<file path="config.mk">
export PLATFORM = sky130hd
export DESIGN_NAME = eei_core
export DESIGN_NICKNAME = d
export VERILOG_FILES = /design/src/rtl/eei_pkg.sv /design/src/rtl/eei_store_if.sv /design/src/rtl/eei_store.sv /design/src/rtl/eei_core.sv
export SDC_FILE = /design/constraint.sdc
export NUM_CORES = 2
export LEC_CHECK = 0
export BUFFER_PORTS_ARGS = -buffer_cell sky130_fd_sc_hd__buf_4
export CAP_MARGIN = 20
export CORE_AREA = 4 4 345 347
export DETAILED_ROUTE_END_ITERATION = 6
export DIE_AREA = 0 0 349 351
export GPL_ROUTABILITY_DRIVEN = 0
export GPL_TIMING_DRIVEN = 0
export SYNTH_ARGS = -nofsm -noshare
export SYNTH_HDL_FRONTEND = slang
export SYNTH_SLANG_ARGS = --single-unit
</file>
<file path="constraint.sdc">
create_clock -name clock_i -period 9 [get_ports clock_i]
set_clock_uncertainty 0.2 [all_clocks]
set_input_delay 1.8 -clock clock_i [delete_from_list [all_inputs] [get_ports clock_i]]
set_output_delay 1.8 -clock clock_i [all_outputs]
set_load 0.03 [all_outputs]
</file>
<file path="src/rtl/eei_pkg.sv">
package eei_pkg;

  // ----------------------------------------------------------------
  // Array geometry and instruction fields
  // ----------------------------------------------------------------
  localparam int ADDR_BITS_X8 = 7;
  localparam int DATA_BITS_X8 = 8;
  localparam int DATA_BITS_X16 = 16;
  localparam int HDR_FIXED_BITS = 3;
  localparam logic [1:0] OPC_EXT = 2'h0;
  localparam logic [1:0] OPC_WRITE = 2'h1;
  localparam logic [1:0] OPC_READ = 2'h2;
  localparam logic [1:0] OPC_ERASE = 2'h3;
  localparam logic [1:0] EXT_WRITE_DISABLE = 2'h0;
  localparam logic [1:0] EXT_WRITE_ALL = 2'h1;
  localparam logic [1:0] EXT_ERASE_ALL = 2'h2;
  localparam logic [1:0] EXT_WEN = 2'h3;

  // ----------------------------------------------------------------
  // Reset values and array contents
  // ----------------------------------------------------------------
  localparam logic WEL_RESET = 1'b0;
  localparam logic [15:0] ERASED_WORD = 16'hFFFF;

  // ----------------------------------------------------------------
  // Timing
  // ----------------------------------------------------------------
  localparam int CLK_PERIOD_PS = 5000;
  localparam int PROG_TIME_MS = 4;
  localparam int PROG_CYC_DEF = int'(64'(PROG_TIME_MS) * 64'd1000000000 / 64'(CLK_PERIOD_PS));
  localparam int SELECT_LOW_TO_STATUS_DELAY_NS = 250;
  localparam int STATUS_DELAY_CYC = (SELECT_LOW_TO_STATUS_DELAY_NS * 1000 + CLK_PERIOD_PS - 1) / CLK_PERIOD_PS;

  // ----------------------------------------------------------------
  // Read prefetch buffer
  // ----------------------------------------------------------------
  localparam int FIFO_DEPTH = 16;
  localparam int FIFO_WIDTH = 16;

  typedef enum logic [1:0] {
    ST_IDLE = 2'h0,
    ST_CMD = 2'h1,
    ST_READ = 2'h2,
    ST_BUSY = 2'h3
  } eei_state_t;

endpackage

</file>
<file path="src/rtl/eei_store_if.sv">
`timescale 1ns/10ps
`default_nettype none
interface eei_store_if #(
  parameter int AW = 6,
  parameter int DW = 16
);
  logic push_valid;
  logic push_ready;
  logic [DW-1:0] push_data;
  logic pop_valid;
  logic pop_ready;
  logic [DW-1:0] pop_data;
  logic flush;
  logic rd_en;
  logic [AW-1:0] rd_addr;
  logic [DW-1:0] rd_data;
  logic [1:0] wr_be;
  logic [AW-1:0] wr_addr;
  logic [DW-1:0] wr_data;

  modport core (output push_valid, push_data, pop_ready, flush, rd_en, rd_addr, wr_be, wr_addr, wr_data,
                input push_ready, pop_valid, pop_data, rd_data);
  modport fifo (input push_valid, push_data, pop_ready, flush, output push_ready, pop_valid, pop_data);
  modport mem (input rd_en, rd_addr, wr_be, wr_addr, wr_data, output rd_data);
endinterface
`default_nettype wire

</file>
<file path="src/rtl/eei_store.sv">
`timescale 1ns/10ps
`default_nettype none
// ------------------------------------------------------------------
// Read prefetch FIFO
// ------------------------------------------------------------------
module eei_fifo #(
  parameter int WIDTH = 16,
  parameter int DEPTH = 16
) (
  input wire logic clock_i,
  input wire logic rst_b_i,
  eei_store_if.fifo st
);
  localparam int PW = $clog2(DEPTH);
  logic [WIDTH-1:0] slot_mem [DEPTH];
  logic [PW:0] wr_ptr_reg;
  logic [PW:0] rd_ptr_reg;
  logic full_w;
  logic empty_w;

  // Extra pointer bit tells full from empty
  assign empty_w = (wr_ptr_reg == rd_ptr_reg);
  assign full_w = (wr_ptr_reg[PW] != rd_ptr_reg[PW]) && (wr_ptr_reg[PW-1:0] == rd_ptr_reg[PW-1:0]);
  assign st.push_ready = ~full_w;
  assign st.pop_valid = ~empty_w;
  assign st.pop_data = slot_mem[rd_ptr_reg[PW-1:0]];

  // Pointers; flush drops stale prefetch when a read ends
  always_ff @(posedge clock_i) begin
    if (!rst_b_i || st.flush) begin
      wr_ptr_reg <= '0;
      rd_ptr_reg <= '0;
    end else begin
      if (st.push_valid && !full_w) wr_ptr_reg <= wr_ptr_reg + 1'b1;
      if (st.pop_ready && !empty_w) rd_ptr_reg <= rd_ptr_reg + 1'b1;
    end
  end

  // Storage
  always_ff @(posedge clock_i) begin
    if (st.push_valid && !full_w) slot_mem[wr_ptr_reg[PW-1:0]] <= st.push_data;
  end
endmodule

// ------------------------------------------------------------------
// Nonvolatile array model, word wide with byte lanes
// ------------------------------------------------------------------
module eei_mem
  import eei_pkg::*;
#(
  parameter int AW = 6
) (
  input wire logic clock_i,
  eei_store_if.mem st
);
  logic [15:0] cell_mem [2**AW];
  logic [15:0] rd_data_reg;

  // Delivered state: every bit erased
  initial begin
    for (int i = 0; i < 2**AW; i++) cell_mem[i] = ERASED_WORD;
  end

  assign st.rd_data = rd_data_reg;

  // Byte-lane write and registered read
  always_ff @(posedge clock_i) begin
    if (st.wr_be[1]) cell_mem[st.wr_addr][15:8] <= st.wr_data[15:8];
    if (st.wr_be[0]) cell_mem[st.wr_addr][7:0] <= st.wr_data[7:0];
    if (st.rd_en) rd_data_reg <= cell_mem[st.rd_addr];
  end
endmodule
`default_nettype wire

</file>
<file path="src/rtl/eei_core.sv">
// Notes on behaviour
// Start bit is first one sampled while selected
// Op-codes read, write, erase, extended via address
// Address width follows organization and array size
// Read sends dummy zero then data MSB first
// Read data changes on rising serial clock
// Held select streams next location, address wraps
// Writes disabled after reset
// Enable allows writes until disable or reset
// Write data bits sampled on rising clock
// Select must fall right after last bit
// Programming timed internally, clock not needed
// Write erases location first automatically
// Write-all programs value into every address
// Erase sets addressed location to ones
// Erase-all sets whole array to ones
// Busy shows zero on output after delay
// Inputs ignored while busy
// Ready shows one until select falls or start
// Delivered array reads all ones
// Wrong pulse count aborts modifying instructions
// Expected count is start+opcode+address+data
// Modifying instructions ignored while writes disabled
// Organization input selects byte or word mode
`timescale 1ns/10ps
`default_nettype none
module eei_core
  import eei_pkg::*;
#(
  parameter int ADDR_BITS = ADDR_BITS_X8,
  parameter int PROG_CYCLES = PROG_CYC_DEF,
  parameter int FIFO_DEPTH_P = FIFO_DEPTH,
  parameter int STATUS_CYCLES = STATUS_DELAY_CYC
) (
  input wire logic clock_i,
  input wire logic rst_b_i,
  input wire logic chip_sel_i,
  input wire logic ser_clk_i,
  input wire logic ser_din_i,
  input wire logic org_word_i,
  output logic ser_dout_o,
  output logic ser_dout_oe_o,
  output logic busy_o,
  output logic write_en_o
);
  localparam int WAW = ADDR_BITS - 1;
  localparam int TW = $clog2(PROG_CYCLES + 1);
  localparam int SW = $clog2(STATUS_CYCLES + 1);

  function automatic logic [15:0] fld(input logic [31:0] v, input logic [4:0] lsb);
    fld = 16'(v >> lsb);
  endfunction

  // ----------------------------------------------------------------
  // Pin synchronisers
  // ----------------------------------------------------------------
  logic [3:0] pin_meta_reg;
  logic [3:0] pin_sync_reg;
  logic sck_last_reg;
  logic cs_last_reg;
  logic cs_s;
  logic sck_s;
  logic din_s;
  logic org_s;

  // Pins are asynchronous to clock_i, two flops before any use
  always_ff @(posedge clock_i) begin
    if (!rst_b_i) begin
      pin_meta_reg <= 4'h0;
      pin_sync_reg <= 4'h0;
      sck_last_reg <= 1'b0;
      cs_last_reg <= 1'b0;
    end else begin
      pin_meta_reg <= {org_word_i, ser_din_i, ser_clk_i, chip_sel_i};
      pin_sync_reg <= pin_meta_reg;
      sck_last_reg <= pin_sync_reg[1];
      cs_last_reg <= pin_sync_reg[0];
    end
  end

  assign cs_s = pin_sync_reg[0];
  assign sck_s = pin_sync_reg[1];
  assign din_s = pin_sync_reg[2];
  assign org_s = pin_sync_reg[3];

  // ----------------------------------------------------------------
  // Instruction decode
  // ----------------------------------------------------------------
  eei_state_t state_reg;
  logic [5:0] cnt_reg;
  logic [31:0] sh_reg;
  logic [1:0] op_reg;
  logic [1:0] ext_reg;
  logic [ADDR_BITS-1:0] addr_reg;
  logic hdr_done_reg;
  logic wel_reg;
  logic ready_show_reg;

  logic rise;
  logic cs_fall;
  logic step;
  logic [4:0] ab_w;
  logic [4:0] dw_w;
  logic [5:0] hdr_w;
  logic [5:0] cnt_inc;
  logic [31:0] sh_shift;
  logic at_hdr;
  logic [1:0] op_now;
  logic [1:0] ext_now;
  logic [ADDR_BITS-1:0] addr_now;
  logic dec_read;
  logic dec_wen;
  logic dec_write_disable;
  logic is_write;
  logic is_erase;
  logic is_write_all;
  logic is_erase_all;
  logic has_data;
  logic is_mod;
  logic [5:0] exp_cnt;
  logic start_prog;
  logic start_bit;

  assign rise = sck_s & ~sck_last_reg & cs_s;
  assign cs_fall = cs_last_reg & ~cs_s;
  assign step = rise && (state_reg == ST_CMD);
  // Byte mode carries one more address bit than word mode
  assign ab_w = org_s ? 5'(ADDR_BITS - 1) : 5'(ADDR_BITS);
  assign dw_w = org_s ? 5'(DATA_BITS_X16) : 5'(DATA_BITS_X8);
  assign hdr_w = 6'(HDR_FIXED_BITS) + {1'b0, ab_w};
  assign cnt_inc = (cnt_reg == 6'h3F) ? cnt_reg : cnt_reg + 6'h01;
  assign sh_shift = {sh_reg[30:0], din_s};
  assign at_hdr = step && !hdr_done_reg && (cnt_inc == hdr_w);
  assign op_now = 2'(fld(sh_shift, ab_w));
  assign ext_now = 2'(fld(sh_shift, ab_w - 5'h02));
  assign addr_now = org_s ? {1'b0, sh_shift[WAW-1:0]} : sh_shift[ADDR_BITS-1:0];
  assign dec_read = at_hdr && (op_now == OPC_READ);
  assign dec_wen = at_hdr && (op_now == OPC_EXT) && (ext_now == EXT_WEN);
  assign dec_write_disable = at_hdr && (op_now == OPC_EXT) && (ext_now == EXT_WRITE_DISABLE);
  assign start_bit = rise && (state_reg == ST_IDLE) && din_s;

  // Pulse counter check at select fall
  assign is_write = (op_reg == OPC_WRITE);
  assign is_erase = (op_reg == OPC_ERASE);
  assign is_write_all = (op_reg == OPC_EXT) && (ext_reg == EXT_WRITE_ALL);
  assign is_erase_all = (op_reg == OPC_EXT) && (ext_reg == EXT_ERASE_ALL);
  assign has_data = is_write | is_write_all;
  assign is_mod = is_write | is_erase | is_write_all | is_erase_all;
  assign exp_cnt = has_data ? hdr_w + {1'b0, dw_w} : hdr_w;
  // Early or late select fall leaves a count mismatch and nothing starts
  assign start_prog = (state_reg == ST_CMD) && cs_fall && hdr_done_reg && is_mod
                      && wel_reg && (cnt_reg == exp_cnt);

  // ----------------------------------------------------------------
  // Store interface: prefetch FIFO and array
  // ----------------------------------------------------------------
  eei_store_if #(.AW(WAW), .DW(FIFO_WIDTH)) st ();

  eei_fifo #(.WIDTH(FIFO_WIDTH), .DEPTH(FIFO_DEPTH_P)) u_fifo (
    .clock_i(clock_i),
    .rst_b_i(rst_b_i),
    .st(st.fifo)
  );

  eei_mem #(.AW(WAW)) u_mem (
    .clock_i(clock_i),
    .st(st.mem)
  );

  // ----------------------------------------------------------------
  // Programming engine
  // ----------------------------------------------------------------
  logic pg_all_reg;
  logic pg_erase_reg;
  logic [WAW-1:0] pg_word_reg;
  logic [1:0] pg_be_reg;
  logic [15:0] pg_data_reg;
  logic [WAW-1:0] sweep_reg;
  logic wr_act_reg;
  logic [TW-1:0] timer_reg;
  logic [WAW-1:0] word_sel;
  logic [1:0] be_sel;
  logic [15:0] data_in;
  logic prog_done;

  assign word_sel = org_s ? addr_reg[WAW-1:0] : addr_reg[ADDR_BITS-1:1];
  assign be_sel = org_s ? 2'h3 : (addr_reg[0] ? 2'h1 : 2'h2);
  // Byte data is copied to both lanes so write-all fills every byte
  assign data_in = org_s ? sh_reg[15:0] : {sh_reg[7:0], sh_reg[7:0]};
  assign prog_done = (state_reg == ST_BUSY) && (timer_reg == '0);

  // Lane write overwrites the old value: erase and write are one step
  assign st.wr_be = wr_act_reg ? pg_be_reg : 2'h0;
  assign st.wr_addr = pg_all_reg ? sweep_reg : pg_word_reg;
  assign st.wr_data = pg_data_reg;

  // Capture the job at select fall
  always_ff @(posedge clock_i) begin
    if (!rst_b_i) begin
      pg_all_reg <= 1'b0;
      pg_erase_reg <= 1'b0;
      pg_word_reg <= '0;
      pg_be_reg <= 2'h0;
      pg_data_reg <= 16'h0000;
    end else if (start_prog) begin
      pg_all_reg <= is_write_all | is_erase_all;
      pg_erase_reg <= is_erase | is_erase_all;
      pg_word_reg <= word_sel;
      pg_be_reg <= (is_write_all | is_erase_all) ? 2'h3 : be_sel;
      pg_data_reg <= (is_erase | is_erase_all) ? ERASED_WORD : data_in;
    end
  end

  // Timer and sweep run on clock_i alone, serial clock may stop
  always_ff @(posedge clock_i) begin
    if (!rst_b_i) begin
      wr_act_reg <= 1'b0;
      sweep_reg <= '0;
      timer_reg <= '0;
    end else if (start_prog) begin
      wr_act_reg <= 1'b1;
      sweep_reg <= '0;
      timer_reg <= TW'(PROG_CYCLES - 1);
    end else if (state_reg == ST_BUSY) begin
      if (wr_act_reg) sweep_reg <= sweep_reg + 1'b1;
      if (wr_act_reg && (!pg_all_reg || (&sweep_reg))) wr_act_reg <= 1'b0;
      if (timer_reg != '0) timer_reg <= timer_reg - 1'b1;
    end
  end

  // ----------------------------------------------------------------
  // Main sequencer
  // ----------------------------------------------------------------
  always_ff @(posedge clock_i) begin
    if (!rst_b_i) begin
      state_reg <= ST_IDLE;
      cnt_reg <= 6'h00;
      hdr_done_reg <= 1'b0;
    end else begin
      unique case (state_reg)
        ST_IDLE: begin
          if (start_bit) begin
            state_reg <= ST_CMD;
            cnt_reg <= 6'h01;
            hdr_done_reg <= 1'b0;
          end
        end
        ST_CMD: begin
          if (start_prog) state_reg <= ST_BUSY;
          else if (cs_fall) state_reg <= ST_IDLE;
          else if (dec_read) state_reg <= ST_READ;
          if (step) cnt_reg <= cnt_inc;
          if (at_hdr) hdr_done_reg <= 1'b1;
        end
        ST_READ: begin
          if (cs_fall) state_reg <= ST_IDLE;
        end
        ST_BUSY: begin
          if (prog_done) state_reg <= ST_IDLE;
        end
      endcase
    end
  end

  // Instruction shift register and latched fields
  always_ff @(posedge clock_i) begin
    if (!rst_b_i) begin
      sh_reg <= 32'h0;
      op_reg <= 2'h0;
      ext_reg <= 2'h0;
      addr_reg <= '0;
    end else begin
      if (start_bit) sh_reg <= 32'h0;
      else if (step) sh_reg <= sh_shift;
      if (at_hdr) begin
        op_reg <= op_now;
        ext_reg <= ext_now;
        addr_reg <= addr_now;
      end
    end
  end

  // Write-enable latch and ready flag
  always_ff @(posedge clock_i) begin
    if (!rst_b_i) begin
      wel_reg <= WEL_RESET;
      ready_show_reg <= 1'b0;
    end else begin
      if (dec_wen) wel_reg <= 1'b1;
      else if (dec_write_disable) wel_reg <= 1'b0;
      // Completion sets, and wins over a clearing event in the same cycle
      if (prog_done) ready_show_reg <= 1'b1;
      else if (cs_fall || start_bit) ready_show_reg <= 1'b0;
    end
  end

  // ----------------------------------------------------------------
  // Read path: prefetch into FIFO, shift out on serial clock
  // ----------------------------------------------------------------
  logic [ADDR_BITS-1:0] pf_addr_reg;
  logic pf_pend_reg;
  logic pf_half_reg;
  logic [15:0] out_sh_reg;
  logic [4:0] bits_left_reg;
  logic rd_bit_reg;
  logic pf_issue;
  logic [ADDR_BITS-1:0] pf_inc;
  logic rd_step;
  logic [15:0] aligned;

  // One read outstanding, so the FIFO always has room for its reply
  assign pf_issue = (state_reg == ST_READ) && !pf_pend_reg && st.push_ready;
  assign pf_inc = org_s ? {1'b0, WAW'(pf_addr_reg[WAW-1:0] + 1'b1)} : pf_addr_reg + 1'b1;
  assign st.rd_en = pf_issue;
  assign st.rd_addr = org_s ? pf_addr_reg[WAW-1:0] : pf_addr_reg[ADDR_BITS-1:1];
  assign st.push_valid = pf_pend_reg && (state_reg == ST_READ);
  assign st.push_data = org_s ? st.rd_data : {8'h00, pf_half_reg ? st.rd_data[7:0] : st.rd_data[15:8]};
  assign st.flush = (state_reg != ST_READ);
  assign rd_step = rise && (state_reg == ST_READ);
  assign st.pop_ready = rd_step && (bits_left_reg == 5'h00) && st.pop_valid;
  assign aligned = org_s ? st.pop_data : {st.pop_data[7:0], 8'h00};

  // Prefetch address counts up and wraps inside the array
  always_ff @(posedge clock_i) begin
    if (!rst_b_i) begin
      pf_addr_reg <= '0;
      pf_pend_reg <= 1'b0;
      pf_half_reg <= 1'b0;
    end else if (dec_read) begin
      pf_addr_reg <= addr_now;
      pf_pend_reg <= 1'b0;
    end else if (state_reg != ST_READ) begin
      pf_pend_reg <= 1'b0;
    end else if (pf_issue) begin
      pf_pend_reg <= 1'b1;
      pf_half_reg <= pf_addr_reg[0];
      pf_addr_reg <= pf_inc;
    end else begin
      pf_pend_reg <= 1'b0;
    end
  end

  // Limitation: a master faster than the prefetch would see a held bit
  always_ff @(posedge clock_i) begin
    if (!rst_b_i) begin
      out_sh_reg <= 16'h0000;
      bits_left_reg <= 5'h00;
      rd_bit_reg <= 1'b0;
    end else if (dec_read) begin
      rd_bit_reg <= 1'b0;
      bits_left_reg <= 5'h00;
    end else if (rd_step) begin
      if (bits_left_reg == 5'h00) begin
        if (st.pop_valid) begin
          rd_bit_reg <= aligned[15];
          out_sh_reg <= {aligned[14:0], 1'b0};
          bits_left_reg <= dw_w - 5'h01;
        end
      end else begin
        rd_bit_reg <= out_sh_reg[15];
        out_sh_reg <= {out_sh_reg[14:0], 1'b0};
        bits_left_reg <= bits_left_reg - 5'h01;
      end
    end
  end

  // ----------------------------------------------------------------
  // Output pin and status
  // ----------------------------------------------------------------
  logic [SW-1:0] cs_cnt_reg;
  logic dout_next;
  logic oe_next;
  logic status_ok;

  assign status_ok = (cs_cnt_reg >= SW'(STATUS_CYCLES));

  // Select-high time, gates the busy level by the status delay
  always_ff @(posedge clock_i) begin
    if (!rst_b_i || !cs_s) cs_cnt_reg <= '0;
    else if (!status_ok) cs_cnt_reg <= cs_cnt_reg + 1'b1;
  end

  // Pin is released whenever select is low
  always_comb begin
    dout_next = 1'b1;
    oe_next = 1'b0;
    if (cs_s) begin
      if (state_reg == ST_BUSY) begin
        dout_next = 1'b0;
        oe_next = status_ok;
      end else if (state_reg == ST_READ) begin
        dout_next = rd_bit_reg;
        oe_next = 1'b1;
      end else if (ready_show_reg) begin
        oe_next = 1'b1;
      end
    end
  end

  logic dout_reg;
  logic oe_reg;
  logic busy_reg;

  always_ff @(posedge clock_i) begin
    if (!rst_b_i) begin
      dout_reg <= 1'b1;
      oe_reg <= 1'b0;
      busy_reg <= 1'b0;
    end else begin
      dout_reg <= dout_next;
      oe_reg <= oe_next;
      busy_reg <= (state_reg == ST_BUSY);
    end
  end

  assign ser_dout_o = dout_reg;
  assign ser_dout_oe_o = oe_reg;
  assign busy_o = busy_reg;
  assign write_en_o = wel_reg;

  // ----------------------------------------------------------------
  // Checks
  // ----------------------------------------------------------------
  AST_DUMMY_ZERO: assert property (@(posedge clock_i) disable iff (!rst_b_i)
    dec_read ##1 cs_s |=> (!ser_dout_o && ser_dout_oe_o))
    else $error("dummy zero missing");
  AST_WEL_RESET: assert property (@(posedge clock_i) !rst_b_i |=> !write_en_o)
    else $error("write enable not cleared by reset");
  AST_WEN_SETS: assert property (@(posedge clock_i) disable iff (!rst_b_i)
    dec_wen |=> write_en_o)
    else $error("enable instruction ignored");
  AST_NO_PROG_DISABLED: assert property (@(posedge clock_i) disable iff (!rst_b_i)
    (state_reg == ST_CMD) && cs_fall && !wel_reg |=> state_reg != ST_BUSY)
    else $error("program started while disabled");
  AST_COUNT_MATCH: assert property (@(posedge clock_i) disable iff (!rst_b_i)
    $rose(state_reg == ST_BUSY) |-> $past(cnt_reg) == $past(exp_cnt))
    else $error("program started on wrong pulse count");
  AST_BUSY_HOLDS: assert property (@(posedge clock_i) disable iff (!rst_b_i)
    start_prog |=> (state_reg == ST_BUSY)[*8])
    else $error("programming cycle cut short");
  AST_BUSY_IGNORES: assert property (@(posedge clock_i) disable iff (!rst_b_i)
    (state_reg == ST_BUSY) && rise |=> $stable(sh_reg) && $stable(cnt_reg))
    else $error("input taken while busy");
  AST_BUSY_LEVEL: assert property (@(posedge clock_i) disable iff (!rst_b_i)
    (state_reg == ST_BUSY) && cs_s && status_ok && !prog_done |=> ser_dout_oe_o && !ser_dout_o)
    else $error("busy level not shown");
  AST_READY_LEVEL: assert property (@(posedge clock_i) disable iff (!rst_b_i)
    prog_done ##1 (cs_s && (state_reg == ST_IDLE) && !start_bit) |=> ser_dout_oe_o && ser_dout_o)
    else $error("ready level not shown");
  AST_ERASE_ONES: assert property (@(posedge clock_i) disable iff (!rst_b_i)
    (st.wr_be != 2'h0) && pg_erase_reg |-> st.wr_data == ERASED_WORD)
    else $error("erase writes zeros");

endmodule
`default_nettype wire

</file>
==> impl_metrics.env <==
export IMPL_status="finished, violations left"
export IMPL_violations="DRC, slew limit"
export IMPL_powerDensity_nw_per_um2=205
export IMPL_antenna_left=0
export IMPL_path_class="register to register"
export IMPL_synth_area_sq_um=57500
export IMPL_cts_buffer_depth=3
export IMPL_hp_class="register to register"
export IMPL_rr_worst_depth=7
export IMPL_drcViolationCount=1
export IMPL_yosys_warnings=0
export IMPL_clk_pin_slew_ns=0.06
export IMPL_cp_top_family="multiplexers"
export IMPL_pre_cts_ws_ns=4.03
export IMPL_crit_cells=7
export IMPL_fmax_mhz=192
export IMPL_portBuffers=8
export IMPL_cts_buffers=151
export IMPL_die_area_sq_um=122000
export IMPL_place_area_sq_um=60300
export IMPL_crit_path_top_delay_cell="a221oi_1"
export IMPL_syn2layout_area_growth_pct=13.2
export IMPL_grt_pass1_vias=32100
export IMPL_cts_max_level=4
export IMPL_cp_required_ns=9.26
export IMPL_async_flop_share=0
export IMPL_ys_seq_area_frac=0.730
export IMPL_ioPinCount=10
export IMPL_crit_chain="buf_6, mux2i_2, clkbuf_1, mux4_1, a221oi_1, nand4_1, or3_1"
export IMPL_avgRoutedWirePerCell_microns=31.7
export IMPL_grt_max_degree=66
export IMPL_cts_resized=0
export IMPL_synthCells=3510
export IMPL_row_count=125
export IMPL_tns_ns=0
export IMPL_avgSynthCellArea_sq_um=16.4
export IMPL_drive_gt1_frac=0.163
export IMPL_report_final_setup_viol=0
export IMPL_path_max_fanout=10
export IMPL_grt_usage=0.278
export IMPL_fin_crit_sh=0.579
export IMPL_nNetsFinal=3746
export IMPL_internal_power_mw=10.7
export IMPL_die_h_microns=351
export IMPL_worstSetupEndpointType="register"
export IMPL_dp_final_hpwl_microns=118000
export IMPL_grt_pass1_wl_microns=240000
export IMPL_cap_violations=0
export IMPL_largest_reg_flops=1024
export IMPL_synth_ff_latch_count=1449
export IMPL_layout_setup_ws_ns=3.78
export IMPL_vias_per_cell=6.28
export IMPL_start_util=0.496
export IMPL_cts_setup_buffers=0
export IMPL_core_area_sq_um=116000
export IMPL_relSlewSlack=-0.0133
export IMPL_totalWireLength_microns=170000
export IMPL_pwr_share_clk=0.454
export IMPL_arrival_ns=5.47
export IMPL_insertion_delay_ns=0.76
export IMPL_synth_distinct_cells=81
export IMPL_ys_flop_type="edfxtp_1"
export IMPL_hold_viol_final=0
export IMPL_p_sw_frac=0.196
export IMPL_synth_edf_count=1296
export IMPL_tightestPinTransition_ns=1.52
export IMPL_syn_num_nets=3529
export IMPL_power_frac_comb=0.005
export IMPL_power_frac_seq=0.542
export IMPL_p_total_mw=13.3
export IMPL_via_count=33700
export IMPL_p_leak_nw=18.5
export IMPL_start_kind="register"
export IMPL_whs_path_depth=1
export IMPL_rsz0062_at_grt="false"
export IMPL_die_w_microns=349
export IMPL_path_buf_inv=2
export IMPL_hold_buffers=0
export IMPL_cts_root_buffer="clkbuf_16"
export IMPL_antenna_found_initial=6
export IMPL_power_switching_mw=2.62
export IMPL_vdd_ir_drop_max_v=0.000191
export IMPL_cts_sinks=1449
export IMPL_max_stage_delay_ns=1.23
export IMPL_slew_viol_final=1
export IMPL_drt_iter0_drc=4679
export IMPL_grt_overflow_total=0
export IMPL_final_area_sq_um=65100
export IMPL_period_needed_ns=5.22
export IMPL_cts_tree="yes"
export IMPL_drtPass1Iterations=7
[worst paths after layout]
kind	start	end	slack, ns
worst max-delay path	pin_sync_reg[3]$_SDFF_PN0_	u_mem.st.rd_data[0]$_DFFE_PP_	3.78
worst min-delay path	pin_meta_reg[0]$_SDFF_PN0_	pin_sync_reg[0]$_SDFF_PN0_	0.24
worst max register to register	pin_sync_reg[3]$_SDFF_PN0_	u_mem.st.rd_data[0]$_DFFE_PP_	3.78
worst min register to register	pin_meta_reg[0]$_SDFF_PN0_	pin_sync_reg[0]$_SDFF_PN0_	0.24
[worst reg2reg max path: stages, from the launching register on]
cell      delay, ns
dfxtp_1        0.38
buf_6          0.20
mux2i_2        0.97
clkbuf_1       0.84
mux4_1         0.44
a221oi_1       1.23
nand4_1        0.18
or3_1          0.47
[area by class of cell]
type	count	area, sq um
Multi-Input combinational cell	1845	14600
Sequential cell	1449	42000
Antenna cell	1	2.50
Clock buffer	182	4000
Clock inverter	91	752
Inverter	20	75.1
Tap cell	1524	1910
Buffer	196	881
Fill cell	9092	50800
Timing Repair Buffer	64	803
[synth_stat cells, types with 13 or more instances]
| cell | n | area (sq um) |
|---|---|---|
| dfxtp_1 | 153 | 3060 |
| nand3_1 | 124 | 621 |
| nor2_1 | 231 | 867 |
| nand2b_1 | 13 | 81.3 |
| or3_1 | 15 | 93.8 |
| a22o_1 | 21 | 184 |
| mux4_2 | 194 | 4370 |
| and2_1 | 34 | 213 |
| mux2_2 | 26 | 293 |
| o21ai_0 | 73 | 365 |
| nand4_1 | 45 | 282 |
| clkbuf_1 | 98 | 368 |
| a31oi_1 | 22 | 138 |
| mux2i_1 | 155 | 1550 |
| nand2_1 | 380 | 1430 |
| a22oi_1 | 23 | 173 |
| a21oi_1 | 60 | 300 |
| a221oi_1 | 27 | 236 |
| o211a_1 | 22 | 220 |
| buf_1 | 18 | 67.6 |
| ha_1 | 13 | 163 |
| o22ai_1 | 61 | 382 |
| xnor2_1 | 22 | 193 |
| a21boi_0 | 29 | 218 |
| buf_2 | 68 | 340 |
| inv_1 | 18 | 67.6 |
| edfxtp_1 | 1296 | 38900 |
| xor2_1 | 28 | 245 |
| nor3_1 | 16 | 80.1 |
| a211oi_1 | 22 | 165 |
| a311oi_1 | 14 | 123 |
[power by group through the flow]
| stage | Combinational [mW] | Clock [mW] | Sequential [mW] |
|---|---|---|---|
| 6_report | 0.0610 | 6.05 | 7.22 |
| 2_1_floorplan | 0.0322 | 0 | 7.37 |
| 4_1_cts | 0.0598 | 6.12 | 7.22 |
| 3_5_place_dp | 0.0597 | 0 | 7.37 |
| 5_1_grt | 0.0644 | 6.41 | 7.22 |
| 3_3_place_gp | 0.0582 | 0 | 7.37 |
[metal layers]
| metal | GRT usage | wire length, microns | vias up |
|---|---|---|---|
| met4 | 0.108 | 7370 | 8 |
| met1 | 0.391 | 68700 | 17300 |
| met3 | 0.0639 | 17300 | 378 |
| met2 | 0.427 | 77000 | 1759 |
| li1 | - | - | 14300 |
| met5 | 0 | 54 | - |
[cells by family after synthesis]
kind of cell             after synthesis  share of synthesized area
AO/OA/AOI/OAI                        443                     0.0538
XOR/XNOR                              50                    0.00761
adder cells (fa/ha/maj)               13                    0.00283
buffers and inverters                216                     0.0166
flip-flops                          1449                      0.730
multiplexers                         387                      0.113
AND/OR/NAND/NOR                      952                     0.0760
[through the flow]
step | cells | hold WS, ns | utilization
after global placement | 5042 | 0.223 | 0.513
after global routing | 5371 | 0.251 | 0.562
after CTS | 5367 | 0.246 | 0.561
after detailed placement | 5094 | 0.218 | 0.520
final | 5372 | 0.237 | 0.562
after floorplan | 3510 | 0.212 | -
[cell usage in the layout (no fill, tap or decap), types with 14 or more instances in the layout]
master,count
a31oi_1,22
clkbuf_1,124
dfxtp_1,137
a21oi_1,59
a22oi_1,23
o22ai_1,61
buf_2,70
mux4_2,194
nand4_1,45
a311oi_1,14
nand3_1,124
mux2i_1,155
clkinv_1,45
a22o_1,21
buf_4,26
or3_1,15
clkbuf_16,156
xor2_1,28
o21ai_0,73
and2_1,34
xnor2_1,22
mux2_2,26
buf_1,18
inv_1,18
buf_6,22
a211oi_1,22
clkinv_2,24
edfxtp_1,1296
nand2_1,380
a221oi_1,27
buf_8,16
nor2_1,218
a21boi_0,29
o211a_1,22
Note: power is estimated with default switching activity, not from simulation.
